### config.mk
export PLATFORM = sky130hd
export DESIGN_NAME = dcs_eval
export DESIGN_NICKNAME = d
export VERILOG_FILES = /design/src/dcs_pkg.sv /design/src/dcs_in_sync.sv /design/src/dcs_step_tick.sv /design/src/dcs_eval.sv
export SDC_FILE = /design/constraint.sdc
export NUM_CORES = 1
export LEC_CHECK = 0
export BUFFER_PORTS_ARGS = -buffer_cell sky130_fd_sc_hd__buf_4
export CORE_UTILIZATION = 25
export DETAILED_ROUTE_END_ITERATION = 16
export SLEW_MARGIN = 20
export SYNTH_ARGS = -nofsm -noshare
export SYNTH_HDL_FRONTEND = slang
export SYNTH_SLANG_ARGS = --single-unit
export TNS_END_PERCENT = 50
### constraint.sdc
create_clock -name clk_sys -period 4 [get_ports clk_sys]
set_clock_uncertainty 0.1 [all_clocks]
set_input_delay 0.6 -clock clk_sys [delete_from_list [all_inputs] [get_ports clk_sys]]
set_output_delay 0.6 -clock clk_sys [all_outputs]
set_load 0.01 [all_outputs]
### src/dcs_pkg.sv
// Shared constants, types and register map of the two-channel input evaluator.
// Assumes a 100 MHz system clock and 32-bit Avalon-MM access.
package dcs_pkg;

	// Clock and timing
	localparam int unsigned CLK_HZ      = 100_000_000;
	localparam int unsigned STEP_MS     = 10;
	localparam int unsigned STEP_CYCLES = CLK_HZ / 1000 * STEP_MS;

	// Synchronous time limits in 10 ms steps
	localparam logic [11:0] ESTOP_SYNC_MAX = 12'hbb8;
	localparam logic [11:0] SOL_SYNC_MAX   = 12'h12c;
	localparam logic [11:0] LGRID_SYNC_MAX = 12'h032;
	localparam logic [11:0] SYNC_MIN       = 12'h001;

	// Register byte offsets
	localparam logic [4:0] OFS_CTRL    = 5'h00;
	localparam logic [4:0] OFS_SYNC    = 5'h04;
	localparam logic [4:0] OFS_STATUS  = 5'h08;
	localparam logic [4:0] OFS_IRQ_STS = 5'h0c;
	localparam logic [4:0] OFS_IRQ_MSK = 5'h10;

	// Control field positions
	localparam int CTRL_PRESET_LSB = 0;
	localparam int CTRL_MODE_LSB   = 2;
	localparam int CTRL_LOCK_BIT   = 4;
	localparam int CTRL_RUN_BIT    = 5;

	// Reset values
	localparam logic [11:0] SYNC_RST    = 12'h000;
	localparam logic [3:0]  IRQ_MSK_RST = 4'h0;

	typedef enum logic [1:0] {
		PRE_ESTOP,
		PRE_SOLENOID,
		PRE_LIGHT_GRID,
		PRE_SPARE
	} dcs_preset_e;

	typedef enum logic [1:0] {
		MODE_SINGLE,
		MODE_EQUIV,
		MODE_DISCREP,
		MODE_SPARE
	} dcs_mode_e;

	typedef enum logic [2:0] {
		ST_START,
		ST_LOCK,
		ST_OFF,
		ST_WAIT,
		ST_ON,
		ST_DROP,
		ST_FAULT
	} dcs_state_e;

	typedef struct packed {
		logic        run;
		logic        lock;
		dcs_mode_e   mode;
		dcs_preset_e preset;
	} dcs_cfg_s;

	// Interrupt sources: release fall, sequence error, sync error, release rise
	typedef struct packed {
		logic rel_fall;
		logic seq_err;
		logic sync_err;
		logic rel_rise;
	} dcs_evt_s;

endpackage

### src/dcs_in_sync.sv
// Three-stage synchroniser for one safety input pin.
// Assumes an asynchronous pin; output moves only when stages two and three agree.
`timescale 1ns/1ns
`default_nettype none
module dcs_in_sync (
	// System
	input  wire logic clk_sys,
	input  wire logic rst,
	// Pin and result
	input  wire logic pin,
	output var  logic level_q
);
	logic [2:0] sr_q;

	always_ff @(posedge clk_sys) begin
		if (rst) begin
			sr_q <= 3'h0;
		end else begin
			sr_q <= {sr_q[1:0], pin};
		end
	end

	always_ff @(posedge clk_sys) begin
		if (rst) begin
			level_q <= 1'b0;
		end else if (sr_q[1] == sr_q[2]) begin
			level_q <= sr_q[2];
		end
	end
endmodule // dcs_in_sync
`default_nettype wire

### src/dcs_step_tick.sv
// Step tick generator: one pulse per synchronous-time step.
// Assumes clr held high restarts the step phase.
`timescale 1ns/1ns
`default_nettype none
module dcs_step_tick #(
	parameter int unsigned STEP_CYCLES = dcs_pkg::STEP_CYCLES
) (
	// System
	input  wire logic clk_sys,
	input  wire logic rst,
	// Control and tick
	input  wire logic clr,
	output var  logic tick_q
);
	logic [31:0] cnt_q;

	always_ff @(posedge clk_sys) begin
		if (rst || clr) begin
			cnt_q  <= 32'h0;
			tick_q <= 1'b0;
		end else if (cnt_q == STEP_CYCLES - 1) begin
			cnt_q  <= 32'h0;
			tick_q <= 1'b1;
		end else begin
			cnt_q  <= cnt_q + 32'h1;
			tick_q <= 1'b0;
		end
	end
endmodule // dcs_step_tick
`default_nettype wire

### src/dcs_eval.sv
// Two-channel safety input evaluator with Avalon-MM register access.
// Assumes asynchronous input pins and a 100 MHz synchronous-reset clock domain.
//
// Overview of operation
// - Emergency stop sync time is zero (off) or 10 to 30000 ms.
// - With lock, release only after both inputs rise within sync time.
// - With lock, inputs already high at start keep release inactive.
// - Startup lock is off after reset; software may enable it.
// - Outputs are release, synchronous time error and sequence error.
// - Solenoid sync time always active, 10 to 3000 ms, no disable.
// - Solenoid release is high exactly while the evaluation is high.
// - Light grid forces two-channel equivalent, no single channel.
// - Light grid sync time is zero (off) or 10 to 500 ms.
// - Error output rises on invalid combination or order of inputs.
`timescale 1ns/1ns
`default_nettype none
module dcs_eval #(
	parameter int unsigned STEP_CYCLES = dcs_pkg::STEP_CYCLES
) (
	// System
	input  wire logic        clk_sys,
	input  wire logic        rst,
	// Avalon-MM slave
	input  wire logic [4:0]  address,
	input  wire logic        read,
	input  wire logic        write,
	input  wire logic [31:0] writedata,
	output var  logic [31:0] readdata,
	output var  logic        waitrequest,
	// Safety inputs
	input  wire logic        in_ch1,
	input  wire logic        in_ch2,
	// Evaluation outputs
	output var  logic        release_q,
	output var  logic        sync_err_q,
	output var  logic        seq_err_q,
	// Interrupt
	output var  logic        irq_q
);
	////////////////////////////////////////////////////////////////////////////////

	function automatic dcs_pkg::dcs_mode_e legal_mode(input dcs_pkg::dcs_preset_e p,
		input dcs_pkg::dcs_mode_e m);
		legal_mode = m;
		if (m == dcs_pkg::MODE_SPARE) begin
			legal_mode = dcs_pkg::MODE_EQUIV;
		end
		if (p == dcs_pkg::PRE_LIGHT_GRID) begin
			legal_mode = dcs_pkg::MODE_EQUIV;
		end else if (p == dcs_pkg::PRE_SOLENOID && m == dcs_pkg::MODE_SINGLE) begin
			legal_mode = dcs_pkg::MODE_EQUIV;
		end
	endfunction

	function automatic logic [11:0] sync_limit(input dcs_pkg::dcs_preset_e p,
		input logic [11:0] raw);
		logic [11:0] mx;
		mx = dcs_pkg::ESTOP_SYNC_MAX;
		case (p)
			dcs_pkg::PRE_SOLENOID:   mx = dcs_pkg::SOL_SYNC_MAX;
			dcs_pkg::PRE_LIGHT_GRID: mx = dcs_pkg::LGRID_SYNC_MAX;
			default:                 mx = dcs_pkg::ESTOP_SYNC_MAX;
		endcase
		sync_limit = (raw > mx) ? mx : raw;
		if (p == dcs_pkg::PRE_SOLENOID && raw == 12'h000) begin
			sync_limit = dcs_pkg::SYNC_MIN;
		end
	endfunction

	////////////////////////////////////////////////////////////////////////////////
	// Input synchronisers

	logic [1:0] pin_w;
	logic [1:0] lvl_w;

	assign pin_w = {in_ch2, in_ch1};

	for (genvar gi = 0; gi < 2; gi++) begin : g_sync
		dcs_in_sync u_sync (
			.clk_sys (clk_sys),
			.rst     (rst),
			.pin     (pin_w[gi]),
			.level_q (lvl_w[gi])
		);
	end

	////////////////////////////////////////////////////////////////////////////////
	// Register state

	dcs_pkg::dcs_cfg_s cfg_q;
	logic [11:0]       sync_raw_q;
	dcs_pkg::dcs_evt_s irq_sts_q;
	dcs_pkg::dcs_evt_s irq_msk_q;
	logic              wait_q;
	logic [31:0]       rdata_q;
	logic              acc_w;
	logic              wr_w;
	logic              cfg_wr_w;

	dcs_pkg::dcs_mode_e mode_w;
	logic [11:0]        lim_w;

	assign mode_w   = legal_mode(cfg_q.preset, cfg_q.mode);
	assign lim_w    = sync_limit(cfg_q.preset, sync_raw_q);
	assign acc_w    = (read || write) && !wait_q;
	assign wr_w     = write && !wait_q;
	assign cfg_wr_w = wr_w && address == dcs_pkg::OFS_CTRL;

	assign waitrequest = wait_q;
	assign readdata    = rdata_q;

	// One wait cycle per access; request completes when waitrequest is low
	always_ff @(posedge clk_sys) begin
		if (rst) begin
			wait_q <= 1'b1;
		end else begin
			wait_q <= !((read || write) && wait_q);
		end
	end

	always_ff @(posedge clk_sys) begin
		if (rst) begin
			cfg_q <= '{run: 1'b0, lock: 1'b0, mode: dcs_pkg::MODE_EQUIV,
				preset: dcs_pkg::PRE_ESTOP};
		end else if (cfg_wr_w) begin
			cfg_q.preset <= (writedata[dcs_pkg::CTRL_PRESET_LSB +: 2] == 2'h3) ?
				dcs_pkg::PRE_ESTOP :
				dcs_pkg::dcs_preset_e'(writedata[dcs_pkg::CTRL_PRESET_LSB +: 2]);
			cfg_q.mode   <= dcs_pkg::dcs_mode_e'(writedata[dcs_pkg::CTRL_MODE_LSB +: 2]);
			cfg_q.lock   <= writedata[dcs_pkg::CTRL_LOCK_BIT];
			cfg_q.run    <= writedata[dcs_pkg::CTRL_RUN_BIT];
		end
	end

	always_ff @(posedge clk_sys) begin
		if (rst) begin
			sync_raw_q <= dcs_pkg::SYNC_RST;
		end else if (wr_w && address == dcs_pkg::OFS_SYNC) begin
			sync_raw_q <= writedata[11:0];
		end
	end

	always_ff @(posedge clk_sys) begin
		if (rst) begin
			irq_msk_q <= dcs_pkg::IRQ_MSK_RST;
		end else if (wr_w && address == dcs_pkg::OFS_IRQ_MSK) begin
			irq_msk_q <= writedata[3:0];
		end
	end

	////////////////////////////////////////////////////////////////////////////////
	// Channel evaluation

	logic               ch_a;
	logic               ch_b;
	logic               both_hi;
	logic               both_lo;
	logic               mon_w;
	logic               tick_w;
	logic [11:0]        wcnt_q;
	logic               tmo_w;
	dcs_pkg::dcs_state_e st_q;
	dcs_pkg::dcs_state_e st_d;
	logic               sync_ev;
	logic               seq_ev;

	// Discrepant mode inverts channel two; single mode mirrors channel one
	always_comb begin
		ch_a = lvl_w[0];
		case (mode_w)
			dcs_pkg::MODE_SINGLE:  ch_b = lvl_w[0];
			dcs_pkg::MODE_DISCREP: ch_b = !lvl_w[1];
			default:               ch_b = lvl_w[1];
		endcase
	end

	assign both_hi = ch_a && ch_b;
	assign both_lo = !ch_a && !ch_b;
	assign mon_w   = lim_w != 12'h000;
	assign tmo_w   = mon_w && wcnt_q >= lim_w;

	dcs_step_tick #(
		.STEP_CYCLES (STEP_CYCLES)
	) u_tick (
		.clk_sys (clk_sys),
		.rst     (rst),
		.clr     (st_q != dcs_pkg::ST_WAIT),
		.tick_q  (tick_w)
	);

	// Elapsed 10 ms steps while the channels disagree
	always_ff @(posedge clk_sys) begin
		if (rst || st_q != dcs_pkg::ST_WAIT) begin
			wcnt_q <= 12'h000;
		end else if (tick_w && wcnt_q != 12'hfff) begin
			wcnt_q <= wcnt_q + 12'h001;
		end
	end

	always_comb begin
		st_d    = st_q;
		sync_ev = 1'b0;
		seq_ev  = 1'b0;
		case (st_q)
			dcs_pkg::ST_START: begin
				if (!cfg_q.run) begin
					st_d = dcs_pkg::ST_START;
				end else if (cfg_q.lock && both_hi) begin
					st_d = dcs_pkg::ST_LOCK;
				end else if (both_hi) begin
					st_d = dcs_pkg::ST_ON;
				end else if (!both_lo) begin
					st_d = dcs_pkg::ST_WAIT;
				end else begin
					st_d = dcs_pkg::ST_OFF;
				end
			end
			dcs_pkg::ST_LOCK: begin
				if (both_lo) begin
					st_d = dcs_pkg::ST_OFF;
				end
			end
			dcs_pkg::ST_OFF: begin
				if (both_hi) begin
					st_d = dcs_pkg::ST_ON;
				end else if (!both_lo) begin
					st_d = dcs_pkg::ST_WAIT;
				end
			end
			dcs_pkg::ST_WAIT: begin
				if (tmo_w) begin
					st_d    = dcs_pkg::ST_FAULT;
					sync_ev = 1'b1;
				end else if (both_hi) begin
					st_d = dcs_pkg::ST_ON;
				end else if (both_lo) begin
					st_d = dcs_pkg::ST_OFF;
				end
			end
			dcs_pkg::ST_ON: begin
				if (!both_hi) begin
					st_d = dcs_pkg::ST_DROP;
				end
			end
			dcs_pkg::ST_DROP: begin
				if (both_lo) begin
					st_d = dcs_pkg::ST_OFF;
				end else if (both_hi) begin
					st_d   = dcs_pkg::ST_FAULT;
					seq_ev = 1'b1;
				end
			end
			dcs_pkg::ST_FAULT: begin
				if (both_lo) begin
					st_d = dcs_pkg::ST_OFF;
				end
			end
			default: st_d = dcs_pkg::ST_START;
		endcase
		if (cfg_wr_w) begin
			st_d    = dcs_pkg::ST_START;
			sync_ev = 1'b0;
			seq_ev  = 1'b0;
		end
	end

	always_ff @(posedge clk_sys) begin
		if (rst) begin
			st_q <= dcs_pkg::ST_START;
		end else begin
			st_q <= st_d;
		end
	end

	////////////////////////////////////////////////////////////////////////////////
	// Outputs

	always_ff @(posedge clk_sys) begin
		if (rst) begin
			release_q <= 1'b0;
		end else begin
			release_q <= st_d == dcs_pkg::ST_ON;
		end
	end

	// Errors hold until both channels return to the safe state or the control register is written
	always_ff @(posedge clk_sys) begin
		if (rst) begin
			sync_err_q <= 1'b0;
			seq_err_q  <= 1'b0;
		end else begin
			sync_err_q <= sync_ev || (sync_err_q && st_d == dcs_pkg::ST_FAULT);
			seq_err_q  <= seq_ev || (seq_err_q && st_d == dcs_pkg::ST_FAULT);
		end
	end

	////////////////////////////////////////////////////////////////////////////////
	// Interrupts

	dcs_pkg::dcs_evt_s evt_w;
	dcs_pkg::dcs_evt_s clr_w;
	dcs_pkg::dcs_evt_s sts_d;

	assign evt_w = '{
		rel_fall: st_q == dcs_pkg::ST_ON && st_d != dcs_pkg::ST_ON,
		seq_err:  seq_ev,
		sync_err: sync_ev,
		rel_rise: st_d == dcs_pkg::ST_ON && st_q != dcs_pkg::ST_ON
	};
	assign clr_w = (wr_w && address == dcs_pkg::OFS_IRQ_STS) ? writedata[3:0] : 4'h0;
	assign sts_d = (irq_sts_q & ~clr_w) | evt_w;

	always_ff @(posedge clk_sys) begin
		if (rst) begin
			irq_sts_q <= 4'h0;
		end else begin
			irq_sts_q <= sts_d;
		end
	end

	always_ff @(posedge clk_sys) begin
		if (rst) begin
			irq_q <= 1'b0;
		end else begin
			irq_q <= |(sts_d & irq_msk_q);
		end
	end

	////////////////////////////////////////////////////////////////////////////////
	// Read path

	always_ff @(posedge clk_sys) begin
		if (rst) begin
			rdata_q <= 32'h0;
		end else if ((read || write) && wait_q) begin
			case (address)
				dcs_pkg::OFS_CTRL:    rdata_q <= {26'h0, cfg_q.run, cfg_q.lock,
					mode_w, cfg_q.preset};
				dcs_pkg::OFS_SYNC:    rdata_q <= {20'h0, sync_raw_q};
				dcs_pkg::OFS_STATUS:  rdata_q <= {24'h0, st_q, lvl_w, seq_err_q,
					sync_err_q, release_q};
				dcs_pkg::OFS_IRQ_STS: rdata_q <= {28'h0, irq_sts_q};
				dcs_pkg::OFS_IRQ_MSK: rdata_q <= {28'h0, irq_msk_q};
				default:              rdata_q <= 32'h0;
			endcase
		end
	end

	////////////////////////////////////////////////////////////////////////////////
	// Checks

	chk_estop_sync_range: assert property (@(posedge clk_sys) disable iff (rst)
		cfg_q.preset == dcs_pkg::PRE_ESTOP |-> lim_w <= dcs_pkg::ESTOP_SYNC_MAX)
		else $error("estop sync limit out of range");

	chk_lock_start_high: assert property (@(posedge clk_sys) disable iff (rst)
		st_q == dcs_pkg::ST_START && cfg_q.run && cfg_q.lock && both_hi && !cfg_wr_w
		|=> !release_q ##1 (!release_q || $past(both_lo, 2) == 1'b0))
		else $error("release given with inputs high at locked start");

	chk_lock_rise_path: assert property (@(posedge clk_sys) disable iff (rst)
		$rose(release_q) && cfg_q.lock |-> $past(st_q) != dcs_pkg::ST_LOCK)
		else $error("release left lock state directly");

	chk_lock_default_off: assert property (@(posedge clk_sys)
		rst |=> !cfg_q.lock && !release_q)
		else $error("startup lock not off after reset");

	chk_sol_sync_active: assert property (@(posedge clk_sys) disable iff (rst)
		cfg_q.preset == dcs_pkg::PRE_SOLENOID |->
		lim_w >= dcs_pkg::SYNC_MIN && lim_w <= dcs_pkg::SOL_SYNC_MAX)
		else $error("solenoid sync limit out of range");

	chk_sol_release_eval: assert property (@(posedge clk_sys) disable iff (rst)
		st_q == dcs_pkg::ST_ON && !cfg_wr_w && both_hi |=> release_q)
		else $error("release low while evaluation high");

	chk_lgrid_mode_equiv: assert property (@(posedge clk_sys) disable iff (rst)
		cfg_q.preset == dcs_pkg::PRE_LIGHT_GRID |-> mode_w == dcs_pkg::MODE_EQUIV)
		else $error("light grid mode not equivalent");

	chk_lgrid_sync_range: assert property (@(posedge clk_sys) disable iff (rst)
		cfg_q.preset == dcs_pkg::PRE_LIGHT_GRID |-> lim_w <= dcs_pkg::LGRID_SYNC_MAX)
		else $error("light grid sync limit out of range");

	chk_seq_err_set: assert property (@(posedge clk_sys) disable iff (rst)
		st_q == dcs_pkg::ST_DROP && both_hi && !cfg_wr_w |=> seq_err_q && !release_q)
		else $error("sequence error not raised");

	chk_sol_no_single: assert property (@(posedge clk_sys) disable iff (rst)
		cfg_q.preset == dcs_pkg::PRE_SOLENOID |-> mode_w != dcs_pkg::MODE_SINGLE)
		else $error("solenoid in single mode");

	chk_sync_timeout: assert property (@(posedge clk_sys) disable iff (rst)
		st_q == dcs_pkg::ST_WAIT && tmo_w && !cfg_wr_w |=> sync_err_q && !release_q
		##1 (sync_err_q || $past(both_lo)))
		else $error("sync timeout not flagged");

	chk_outputs_exclusive: assert property (@(posedge clk_sys) disable iff (rst)
		(sync_err_q || seq_err_q) |-> !release_q)
		else $error("release high with error");

endmodule // dcs_eval
`default_nettype wire

# Word-level counts from Yosys, hierarchy flattened
# Index checks and enable logic that the tools add are counted.
[classes]
add_sub_neg = 2
order_cmp = 2
eq_ne = 24
mux = 32
bitwise = 4
n_reduce_logical = 35
[op_table]
columns = ["operator", "count"]
rows = [
  ["$pmux W12 S5", 1],
  ["$mux W3", 12],
  ["$add A32 B1 Y32 const B", 1],
  ["$eq A32 B20 Y1 const B", 1],
  ["$mux W12", 2],
  ["$pmux W12 S2", 1],
  ["$pmux W3 S6", 1],
  ["$logic_and A1 B1 Y1", 17],
  ["$eq A3 B3 Y1 const B", 5],
  ["$add A12 B1 Y12 const B", 1],
  ["$ge A12 B12 Y1", 1],
  ["$gt A12 B12 Y1", 1],
  ["$logic_not A12 Y1", 1],
  ["$ne A12 B12 Y1 const B", 1],
  ["$reduce_bool A12 Y1", 1],
  ["$eq A5 B4 Y1 const B", 2],
  ["$mux W1", 9],
  ["$and A4 B4 Y4", 2],
  ["$eq A2 B2 Y1 const B", 4],
  ["$mux W2", 4],
  ["$eq A3 B2 Y1 const B", 2],
  ["$ne A3 B3 Y1 const B", 2],
  ["$eq A5 B3 Y1 const B", 1],
  ["$eq A5 B5 Y1 const B", 1],
  ["other kinds (15)", 25],
]
[totals]
regBits = 119
input_bits = 43
out_inout_bits = 37
elab_cells = 126

# Depth between registers and ports, before layout
# Gate-level depths: netlist (run 1).
[depth]
word_depth = 19
ltp_mapped = 19
mapped_depth_nobuf = 19

# By module
# Synthesis (run 1) repeated with hierarchy kept, for this count alone.
[hier_totals]
cells_unflattened = 682
hier_area_um2 = 5614.1
[by_module_without_submodules]
columns = ["mod", "n_inst", "cells_each", "area_each_um2", "seq_area_each_um2"]
rows = [
  ["dcs_eval", 1, 466, 3656.0, 1161.1],
  ["dcs_step_tick", 1, 196, 1732.9, 660.6],
  ["dcs_in_sync", 2, 10, 112.6, 80.1],
]

# Least setup slack after synthesis (run 1)
# No wires, ideal clock.
[synth_path]
path_type = "reg2reg"
from = "register cfg_q[0] in the netlist's numbering"
to = "register st_q[0]"
setup_time_ns = 0.103
t_arrival_ns = 3.782
t_required_ns = 3.797
setup_slack_ns = 0.015
stages_incl_launch_ff = 20
n_path_buf = 1
period_less_slack_ns = 3.985
cell_sequence = "dfxtp_1 > inv_1 > ha_1 > inv_1 > ha_1 > a311o_1 > a21oi_1 > nand2_1 > o21ai_0 > buf_2 > o21ai_0 > nand2_1 > ha_1 > a2111oi_0 > o21ai_0 > a31oi_1 > a21oi_1 > o21ai_1 > nand4_1 > a2111oi_2"
[synth_between]
elab_chain_len = 14
elab_cells_between_ends = 34
cone_classes = "order compare: 2; eq/ne: 3; mux: 20; reduce/logical: 9"
[synth_rtl]
columns = ["item", "line_no", "text"]
rows = [
  ["from (decl)", "dcs_eval.sv:90", "dcs_pkg::dcs_cfg_s cfg_q;"],
  ["from (signal assigned)", "dcs_eval.sv:123", "cfg_q <= '{run: 1'b0, lock: 1'b0, mode: dcs_pkg::MODE_EQUIV,"],
  ["branches (longest 12 deep; another with $gt A12 B12 Y1)", "n/a", ""],
  ["$pmux W3 S6 (*)", "dcs_eval.sv:204", "case (st_q)"],
  ["$mux W3 (*)", "dcs_eval.sv:260", "if (cfg_wr_w) begin"],
  ["to (signal assigned)", "dcs_eval.sv:269", "st_q <= dcs_pkg::ST_START;"],
  ["to (signal assigned)", "dcs_eval.sv:271", "st_q <= st_d;"],
  ["to (decl)", "dcs_eval.sv:162", "dcs_pkg::dcs_state_e st_q;"],
]
# Every way passes the cells marked *.
# A chain may end at the register's enable or synchronous reset.

# Final worst setup path (run 1)
[layout_path]
from = "register cfg_q[0] in the netlist's numbering"
to = "register irq_q"
[layout_between]
elab_chain_len = 19
elab_cells_between_ends = 48
cone_classes = "order compare: 2; eq/ne: 5; mux: 27; bitwise: 2; reduce/logical: 12"
[layout_rtl]
columns = ["item", "line_no", "text"]
rows = [
  ["branches (longest 16 deep; another with $gt A12 B12 Y1)", "n/a", ""],
  ["$or A4 B4 Y4 (*)", "dcs_eval.sv:311", "assign sts_d = (irq_sts_q & ~clr_w) | evt_w;"],
  ["$and A4 B4 Y4 (*)", "dcs_eval.sv:325", "irq_q <= |(sts_d & irq_msk_q);"],
  ["$reduce_or A4 Y1 (*)", "dcs_eval.sv:325", ""],
  ["to (signal assigned)", "dcs_eval.sv:325", ""],
  ["to (decl)", "dcs_eval.sv:38", "output var logic irq_q"],
]
# Marks and branches as above.

==> results of run 1 <==
[registers in the layout (all words and copies together), names as in the netlist]
name / flops
seq_err_q: 1
wcnt_q: 12
u_tick.cnt_q: 32
irq_q: 1
cfg_q: 6
u_tick.tick_q: 1
irq_sts_q: 4
g_sync.u_sync.sr_q: 6
sync_err_q: 1
waitrequest: 1
sync_raw_q: 12
g_sync.u_sync.level_q: 2
st_q: 3
irq_msk_q: 4
release_q: 1
readdata: 12
[cell families after synthesis]
group / after synthesis
buffers and inverters: 64
multiplexers: 12
adder cells (fa/ha/maj): 23
AND/OR/NAND/NOR: 290
XOR/XNOR: 42
flip-flops: 99
other: 1
AO/OA/AOI/OAI: 110
[cells in the final DEF, fill, tap and decap left out, types with 9 or more instances in the layout]
master / Yosys / routed
o21ai_0: 19 / 13
nand3_1: 35 / 35
xor2_1: 23 / 23
xnor2_1: 19 / 19
conb_1: 1 / 20
inv_1: 16 / 14
a21oi_1: 36 / 34
nand2_1: 75 / 73
nand4_1: 9 / 9
clkbuf_16: 0 / 9
dfxtp_1: 99 / 97
nor2_1: 89 / 89
ha_1: 23 / 17
and3_1: 11 / 11
nor2b_1: 14 / 14
buf_4: 20 / 56
[worst min-delay path by stage]
stage                             startpoint                        to  slack (ns)  cells past startpoint
floorplan           g_sync[0].u_sync.sr_q[0]  g_sync[0].u_sync.sr_q[1]        0.31                      1
global placement    g_sync[0].u_sync.sr_q[0]  g_sync[0].u_sync.sr_q[1]        0.33                      1
detailed placement  g_sync[0].u_sync.sr_q[0]  g_sync[0].u_sync.sr_q[1]        0.33                      1
CTS                 g_sync[0].u_sync.sr_q[0]  g_sync[0].u_sync.sr_q[1]        0.35                      1
global route        g_sync[0].u_sync.sr_q[0]  g_sync[0].u_sync.sr_q[1]        0.36                      1
finish              g_sync[0].u_sync.sr_q[0]  g_sync[0].u_sync.sr_q[1]        0.34                      1
[where the power goes]
part	switching, mW	internal (mW)	total (mW)
combinational	0.0492	0.0281	0.0773
clock	0.378	0.503	0.881
sequential	0.00287	0.989	0.992
[layout make-up]
| class | instances | share of cell area, % |
|---|---|---|
| clock inverter | 4 | 0.765 |
| sequential | 99 | 31.1 |
| multi-input combinational | 497 | 51.0 |
| inverter | 16 | 0.942 |
| clock buffer | 12 | 3.87 |
| tap | 275 | 5.40 |
| timing repair buffer | 58 | 6.95 |
[routing by layer]
layer	wire (µm)	up-vias
met4	118	0
met5	0	-
met3	448	7
met2	5540	84
met1	6230	2116
li1	-	2276
[what timing repair did]
| item | 4_1_cts | 5_1_grt |
|---|---|---|
| setup endpoints to repair | 8 | 10 |
| hold buffers | 0 | 0 |
| buffers inserted | 1 | 1 |
| pin swaps | 1 | 15 |
| resized for setup | 5 | 31 |
| cloned | 0 | 0 |
[metrics by stage]
| step | instance area, µm² | TNS (ns) | cells | hold WS [ns] | total power, mW |
|---|---|---|---|---|---|
| 6_report | 6380 | 0 | 961 | 0.338 | 1.95 |
| 5_1_grt | 6380 | -0.0372 | 961 | 0.364 | 2.03 |
| 4_1_cts | 6240 | 0 | 960 | 0.346 | 1.98 |
| 3_5_place_dp | 5920 | -0.459 | 943 | 0.330 | 1.09 |
| 3_3_place_gp | 5920 | -0.258 | 943 | 0.331 | 1.09 |
| 2_1_floorplan | 5430 | 0 | 660 | 0.314 | 1.07 |
==> impl_metrics.tcl, run 1 <==
set metrics [dict create \
    status "complete, no violations" \
    synth-edff-count 0 \
    vias 4483 \
    cts_sinks 99 \
    grt_util_met3_pct 1.81 \
    drive_above_1_share_pct 17.8 \
    antenna_found_initial 0 \
    rows 53 \
    setup.worst_path.end "irq_q" \
    crit_chain "inv_2 -> ha_4 -> inv_2 -> ha_1 -> a311o_1 -> a21oi_2 -> nand2_1 -> o21a_4 -> buf_4 -> o21ai_0 -> ha_1 -> o22ai_1 -> nor2_1 -> a31oi_1 -> a21oi_2 -> o211ai_4 -> or3b_4 -> a31oi_1" \
    cts-root-buf "clkbuf_16" \
    endpoint_kind "flop" \
    setup_viol 0 \
    synthDistinctLibCells 73 \
    crit_required_ns 4.17 \
    clk_latency_ns 0.34 \
    crit_slowest_cell "or3b_4" \
    grt_pass1_vias 4154 \
    synthArstFlopShare_pct 0 \
    register_area_um2 1980 \
    muxShareOfSynthArea_pct 3.18 \
    synth-simple-area-share_pct 27.0 \
    path_max_fanout 7 \
    wl_per_cell_um 12.8 \
    diodes 0 \
    power_density_nw_per_um2 306 \
    r2r_start "cfg_q[0]" \
    post-synth-top-area-cell "dfxtp_1" \
    grt_max_degree 56 \
    slew_headroom_pct 57.7 \
    routed_via_density 4.66 \
    grtUsageTotal_pct 11.4 \
    firstDrtPassIters 5 \
    cts_buffers 9 \
    synth-main-ff-cell "dfxtp_1" \
    synthAdderAreaFrac_pct 5.37 \
    drc 0 \
    fillerInstances 2195 \
    cpLargestDelayFamily "compound AO/OA/AOI/OAI gates" \
    ys_ff_latch 99 \
    setup.worst_path.class "reg2reg" \
    synth_area_per_cell_um2 8.36 \
    worst_setup_path_start_kind "flop" \
    htreeDepth 3 \
    period_needed_ns 3.76 \
    maxCapViolCount 0 \
    synth_top_family_by_area "simple AND/OR/NAND/NOR gates" \
    grt_busiest_layer "met2" \
    grt_overflow 0 \
    postLayoutSetupSlackWorst_ns 0.239 \
    synthCells 641 \
    drt-initial-drc-count 406 \
    dpl_worst_slack_ns -0.0956 \
    gr-usage-met1_pct 16.1 \
    synth_xor_area_share_pct 6.86 \
    r2r_end "irq_q" \
    dieArea_um2 22000 \
    ys_seq_area_share_pct 37.0 \
    drt_wl_total_um 12300 \
    multi_input_area_um2 3250 \
    fin_nets 747 \
    synth_commonest_cells "dfxtp_1, nor2_1, nand2_1" \
    synth_top_area_share_pct 37.0 \
    die_x_um 148 \
    hold_class "reg2reg" \
    hold_viol 0 \
    worst_pin_slew_ns 0.629 \
    areaGrowthSynthToFinish_pct 19.0 \
    io_buffers 39 \
    synth_area_um2 5360 \
    startpoint "cfg_q[0]" \
    fmax_mhz 266 \
    clk_path_buf_depth 2 \
    ff2ff_path_depth 18 \
    worstPathArrival_ns 3.93 \
    yosys_warnings 0 \
    synth_most_common_cell "dfxtp_1" \
    postLayoutCoreUtil_pct 30.3 \
    critical_path.max_stage_delay_ns 0.40 \
    ant_nets 0 \
    place.gp.congestion 0.804 \
    synth_compound_area_share_pct 14.3 \
    clk_pin_slew_ns 0.07 \
    report.final.slew_viol_count 0 \
    ir_drop_uv 169 \
    cts_tree "done" \
    gr-usage-met2_pct 17.6 \
    io_pins 80 \
    cp.depth 18 \
    p_leak_nw 2.24 \
    finalCritPeriodShare_pct 94.0 \
    hpwl_um 8850 \
    core-area_um2 21000 \
    start_util_pct 25.5 \
    die_y_um 148 \
    yosys-top-cells-area "dfxtp_1, nor2_1, ha_1" \
    grt_pass1_wl_um 20500 \
    path_buf_inv 3 \
    ff2ff_setup_slack_ns 0.24 \
]
Power figures use the tool's default switching activity.
==> inputs of run 2 (changes only) <==
CORE_UTILIZATION = 57   (was 25)
PLACE_DENSITY = 0.8   (was not set)
clock period = 3.8 ns   (was 4 ns; I/O delays follow)
==> impl_metrics.tcl, run 2 (synthesis results as in run 1) <==
set metrics [dict create \
    place.gp.congestion 0.866 \
    period_needed_ns 3.84 \
    final_cell_area_um2 6260 \
    maxCapViolCount 0 \
    p_leak_nw 2.22 \
    grt_overflow 0 \
    dieArea_um2 9790 \
    crit_required_ns 3.96 \
    dpl_worst_slack_ns -0.214 \
    drt_wl_total_um 12600 \
    slew_headroom_pct 27.6 \
    drt-initial-drc-count 291 \
    rsz0062_at_grt "true" \
    clk_latency_ns 0.38 \
    cpLargestDelayFamily "compound AO/OA/AOI/OAI gates" \
    firstDrtPassIters 5 \
    htreeDepth 3 \
    die_y_um 99.0 \
    hpwl_um 8540 \
    grtUsageTotal_pct 26.3 \
    worstPathArrival_ns 4.00 \
    wl_per_cell_um 15.7 \
    layout_common_cells "dfxtp_1, nor2_1, nand2_1" \
    hold_class "in2reg" \
    dpl-instance-area_um2 5740 \
    clk_path_buf_depth 2 \
    report.final.slew_viol_count 0 \
    core-area_um2 9150 \
    rows 35 \
    setup_viol 5 \
    fin_nets 753 \
    worst_setup_path_start_kind "flop" \
    grt_pass1_wl_um 20600 \
    vias 4724 \
    drc 0 \
    worst_pin_slew_ns 1.08 \
    start_util_pct 58.6 \
    status "complete, but fails checks" \
    largest_reg_flops 32 \
    crit_chain "inv_2 -> ha_4 -> inv_4 -> buf_6 -> ha_4 -> nand4b_1 -> nor4_4 -> mux2i_4 -> o21ai_4 -> buf_6 -> buf_4 -> nand2_1 -> ha_2 -> a2111oi_4 -> o21ai_1 -> a31oi_1 -> a21oi_2 -> o211ai_4 -> buf_4 -> buf_4 -> a2bb2oi_1 -> nor2_1" \
    endpoint_kind "flop" \
    ir_drop_uv 312 \
    clk_pin_slew_ns 0.11 \
    regMostFlops "u_tick.cnt_q" \
    postLayoutSetupSlackWorst_ns -0.0396 \
    io_buffers 39 \
    cts-root-buf "clkbuf_8" \
    cts_sinks 99 \
    fmax_mhz 260 \
    routed_via_density 5.88 \
    critical_path.max_stage_delay_ns 0.35 \
    cts_hold_buffers 0 \
    power_density_nw_per_um2 287 \
    grt_pass1_vias 4447 \
    cts_tree "done" \
    antenna_found_initial 0 \
    path_max_fanout 5 \
    finalCritPeriodShare_pct 101 \
    crit_top_cell "buf_4" \
    io_pins 80 \
    areaGrowthSynthToFinish_pct 16.8 \
    final_common_cell "dfxtp_1" \
    die_x_um 99.0 \
    hold_viol 0 \
    cts_buffers 9 \
    crit_slowest_cell "dfxtp_2" \
    ant_nets 0 \
    grt_max_degree 56 \
    path_buf_inv 7 \
    diodes 0 \
    violations "negative setup slack" \
    drive_above_1_share_pct 20.8 \
    setup.worst_path.class "reg2reg" \
]
run 2: cell types whose count changed in the layout (fill, tap and decap cells not counted), moves of 3 or more:
cell	before	now
clkbuf_16	9	0
clkbuf_8	1	9
buf_6	2	7
ha_1	17	12
ha_4	5	9
nand2_1	73	70
nand2_2	2	5
run 2: final timing paths:
kind | start | to | slack, ns | depth (start not counted)
worst max-delay path | cfg_q[0] | irq_sts_q[1] | -0.04 | 22
worst max register to register | cfg_q[0] | irq_sts_q[1] | -0.04 | 22
worst min-delay path | in_ch2 | g_sync[1].u_sync.sr_q[0] | 0.32 | 2
worst min register to register | g_sync[0].u_sync.sr_q[0] | g_sync[0].u_sync.sr_q[1] | 0.34 | 1
run 2: final cells by class:
type | instances | area [µm²]
sequential | 99 | 1980
timing repair buffer | 64 | 507
fill | 712 | 2890
clock inverter | 7 | 75.1
clock buffer | 9 | 124
inverter | 16 | 62.6
tap | 111 | 139
multi-input combinational | 497 | 3370
run 2: per-stage QoR:
stage	power [mW]	utilization (%)	setup TNS, ns	std cells	hold WS [ns]
floorplan	1.13	-	-0.0257	660	0.314
global route	1.86	68.4	-1.51	803	0.304
global placement	1.14	62.7	-0.301	781	0.322
detailed placement	1.15	62.7	-1.26	781	0.335
CTS	1.81	66.9	0	801	0.312
finish	1.79	68.4	-0.117	803	0.322
run 2: layer usage:
metal / global-route usage [%] / part of all wire [%] / up-vias
li1: - / - / 2291
met1: 33.8 / 45 / 2244
met2: 44.6 / 48 / 167
met3: 5.04 / 5.7 / 22
met4: 8.50 / 1.6 / 0
met5: 0 / 0 / -
run 2: power by group:
group | total [mW] | internal (mW) | switching (mW)
Combinational | 0.0809 | 0.0291 | 0.0518
Clock | 0.669 | 0.257 | 0.412
Sequential | 1.04 | 1.04 | 0.00288
Total | 1.79 | 1.33 | 0.466
run 2: repair_timing:
action	in CTS	in global routing
buffers inserted	5	2
gates resized for setup	40	19
endpoints found under the setup margin	10	10
pin swaps	16	19
==> inputs of run 3 (changes only) <==
SETUP_SLACK_MARGIN = 0.3   (was not set)
==> impl_metrics.tcl, run 3 (synthesis results as in run 1) <==
set metrics [dict create \
    grt_overflow 0 \
    antenna_found_initial 0 \
    crit_chain "inv_2 -> ha_4 -> inv_4 -> ha_1 -> nand4b_1 -> nor4_2 -> mux2i_2 -> o21a_4 -> a21boi_2 -> o21ai_1 -> ha_2 -> o211ai_1 -> o21ai_1 -> a31oi_2 -> a21oi_2 -> o211ai_4 -> or3b_4 -> a31oi_1" \
    cts_sinks 99 \
    drt_wl_total_um 12000 \
    crit_required_ns 4.00 \
    critical_path.max_stage_delay_ns 0.39 \
    endpoint_kind "flop" \
    postLayoutSetupSlackWorst_ns -0.0239 \
    finalCritPeriodShare_pct 101 \
    clk_latency_ns 0.37 \
    io_pins 80 \
    largest_reg_flops 32 \
    holdWs_ns 0.300 \
    drt-initial-drc-count 354 \
    dieArea_um2 9790 \
    final_cell_area_um2 6120 \
    diodes 0 \
    vias 4715 \
    path_buf_inv 2 \
    fmax_mhz 262 \
    fin_nets 752 \
    clk_pin_slew_ns 0.11 \
    grt_pass1_vias 4567 \
    ir_drop_uv 248 \
    areaGrowthSynthToFinish_pct 14.2 \
    worstPathArrival_ns 4.02 \
    hpwl_um 8440 \
    core-area_um2 9150 \
    die_x_um 99.0 \
    place.gp.congestion 0.866 \
    die_y_um 99.0 \
    drc 0 \
    clk_path_buf_depth 2 \
    setup.worst_path.class "reg2reg" \
    dpl_worst_slack_ns -0.126 \
    power_density_nw_per_um2 289 \
    setup_viol 1 \
    final_common_cell "dfxtp_1" \
    cpLargestDelayFamily "compound AO/OA/AOI/OAI gates" \
    cts_buffers 9 \
    hold_viol 0 \
    worst_pin_slew_ns 0.565 \
    grt_max_degree 56 \
    cts_tree "done" \
    io_buffers 39 \
    routed_via_density 5.88 \
    dpl-instance-area_um2 5800 \
    status "complete, but fails checks" \
    fin_total_pwr_mw 1.77 \
    crit_slowest_cell "or3b_4" \
    hold_class "in2reg" \
    fin_tns_setup_ns -0.0239 \
    firstDrtPassIters 5 \
    rsz0062_at_grt "true" \
    slew_headroom_pct 62.1 \
    layout_common_cells "dfxtp_1, nor2_1, nand2_1" \
    rows 35 \
    grtUsageTotal_pct 25.5 \
    maxCapViolCount 0 \
    crit_top_cell "o21ai_1" \
    path_max_fanout 6 \
    period_needed_ns 3.82 \
    p_leak_nw 2.21 \
    grt_pass1_wl_um 20300 \
    regMostFlops "u_tick.cnt_q" \
    worst_setup_path_start_kind "flop" \
    cts-root-buf "clkbuf_8" \
    htreeDepth 3 \
    start_util_pct 58.6 \
    report.final.slew_viol_count 0 \
    wl_per_cell_um 14.9 \
    drive_above_1_share_pct 18.7 \
    ant_nets 0 \
    violations "negative setup slack" \
]
[run 3: cell count changes in the layout (fill, tap and decap cells not counted), sizes merged]
cell      change
clkinvlp      +1
buf           -1
inv           +2
clkbuf        +1
clkinv        -4
[run 3: metrics by stage]
stage | util [%] | cells
floorplan | - | 660
global placement | 63.4 | 783
detailed placement | 63.4 | 783
CTS | 66.2 | 801
global route | 66.9 | 802
finish | 66.9 | 802
[run 3: area by class of cell]
type | count | area (µm²)
fillers | 740 | 3030
multi-input cells | 497 | 3270
clock buffers | 10 | 128
inverters | 16 | 62.6
well taps | 111 | 139
flip-flops and latches | 99 | 1980
repair buffers | 63 | 484
clock inverters | 6 | 52.6
[run 3: report_power, final]
group | internal (mW) | switching (mW)
registers | 1.04 | 0.00313
logic | 0.0298 | 0.0501
clock network | 0.251 | 0.392
[run 3: repair_timing]
action	4_1_cts	5_1_grt
hold buffers	0	0
setup buffers	2	1
resized for setup	16	8
gates cloned	0	0
pin swaps	11	7
setup endpoints to repair	10	10
[run 3: final timing paths]
path         depth (start not counted)                        to  slack [ns]          from
max reg2reg                         18                     irq_q       -0.02      cfg_q[0]
min reg2reg                          2              readdata[11]        0.36  readdata[11]
max                                 18                     irq_q       -0.02      cfg_q[0]
min                                  2  g_sync[0].u_sync.sr_q[0]        0.30        in_ch1
[run 3: layer usage]
| layer | global-route usage (%) | wire (µm) | up-vias |
|---|---|---|---|
| li1 | - | - | 2284 |
| met1 | 32.8 | 5300 | 2245 |
| met2 | 42.3 | 5800 | 166 |
| met3 | 5.11 | 725 | 20 |
| met4 | 9.41 | 140 | 0 |
| met5 | 0 | 0 | - |
[run 3: worst reg2reg max path, delay by kind of cell (launching register included)]
kind / cells / cell delay (ns)
compound gates: 9 / 1.27
mux: 1 / 0.17
fa+ha+maj: 3 / 0.91
buf+inv: 2 / 0.11
simple gates: 3 / 0.82
flops: 1 / 0.37
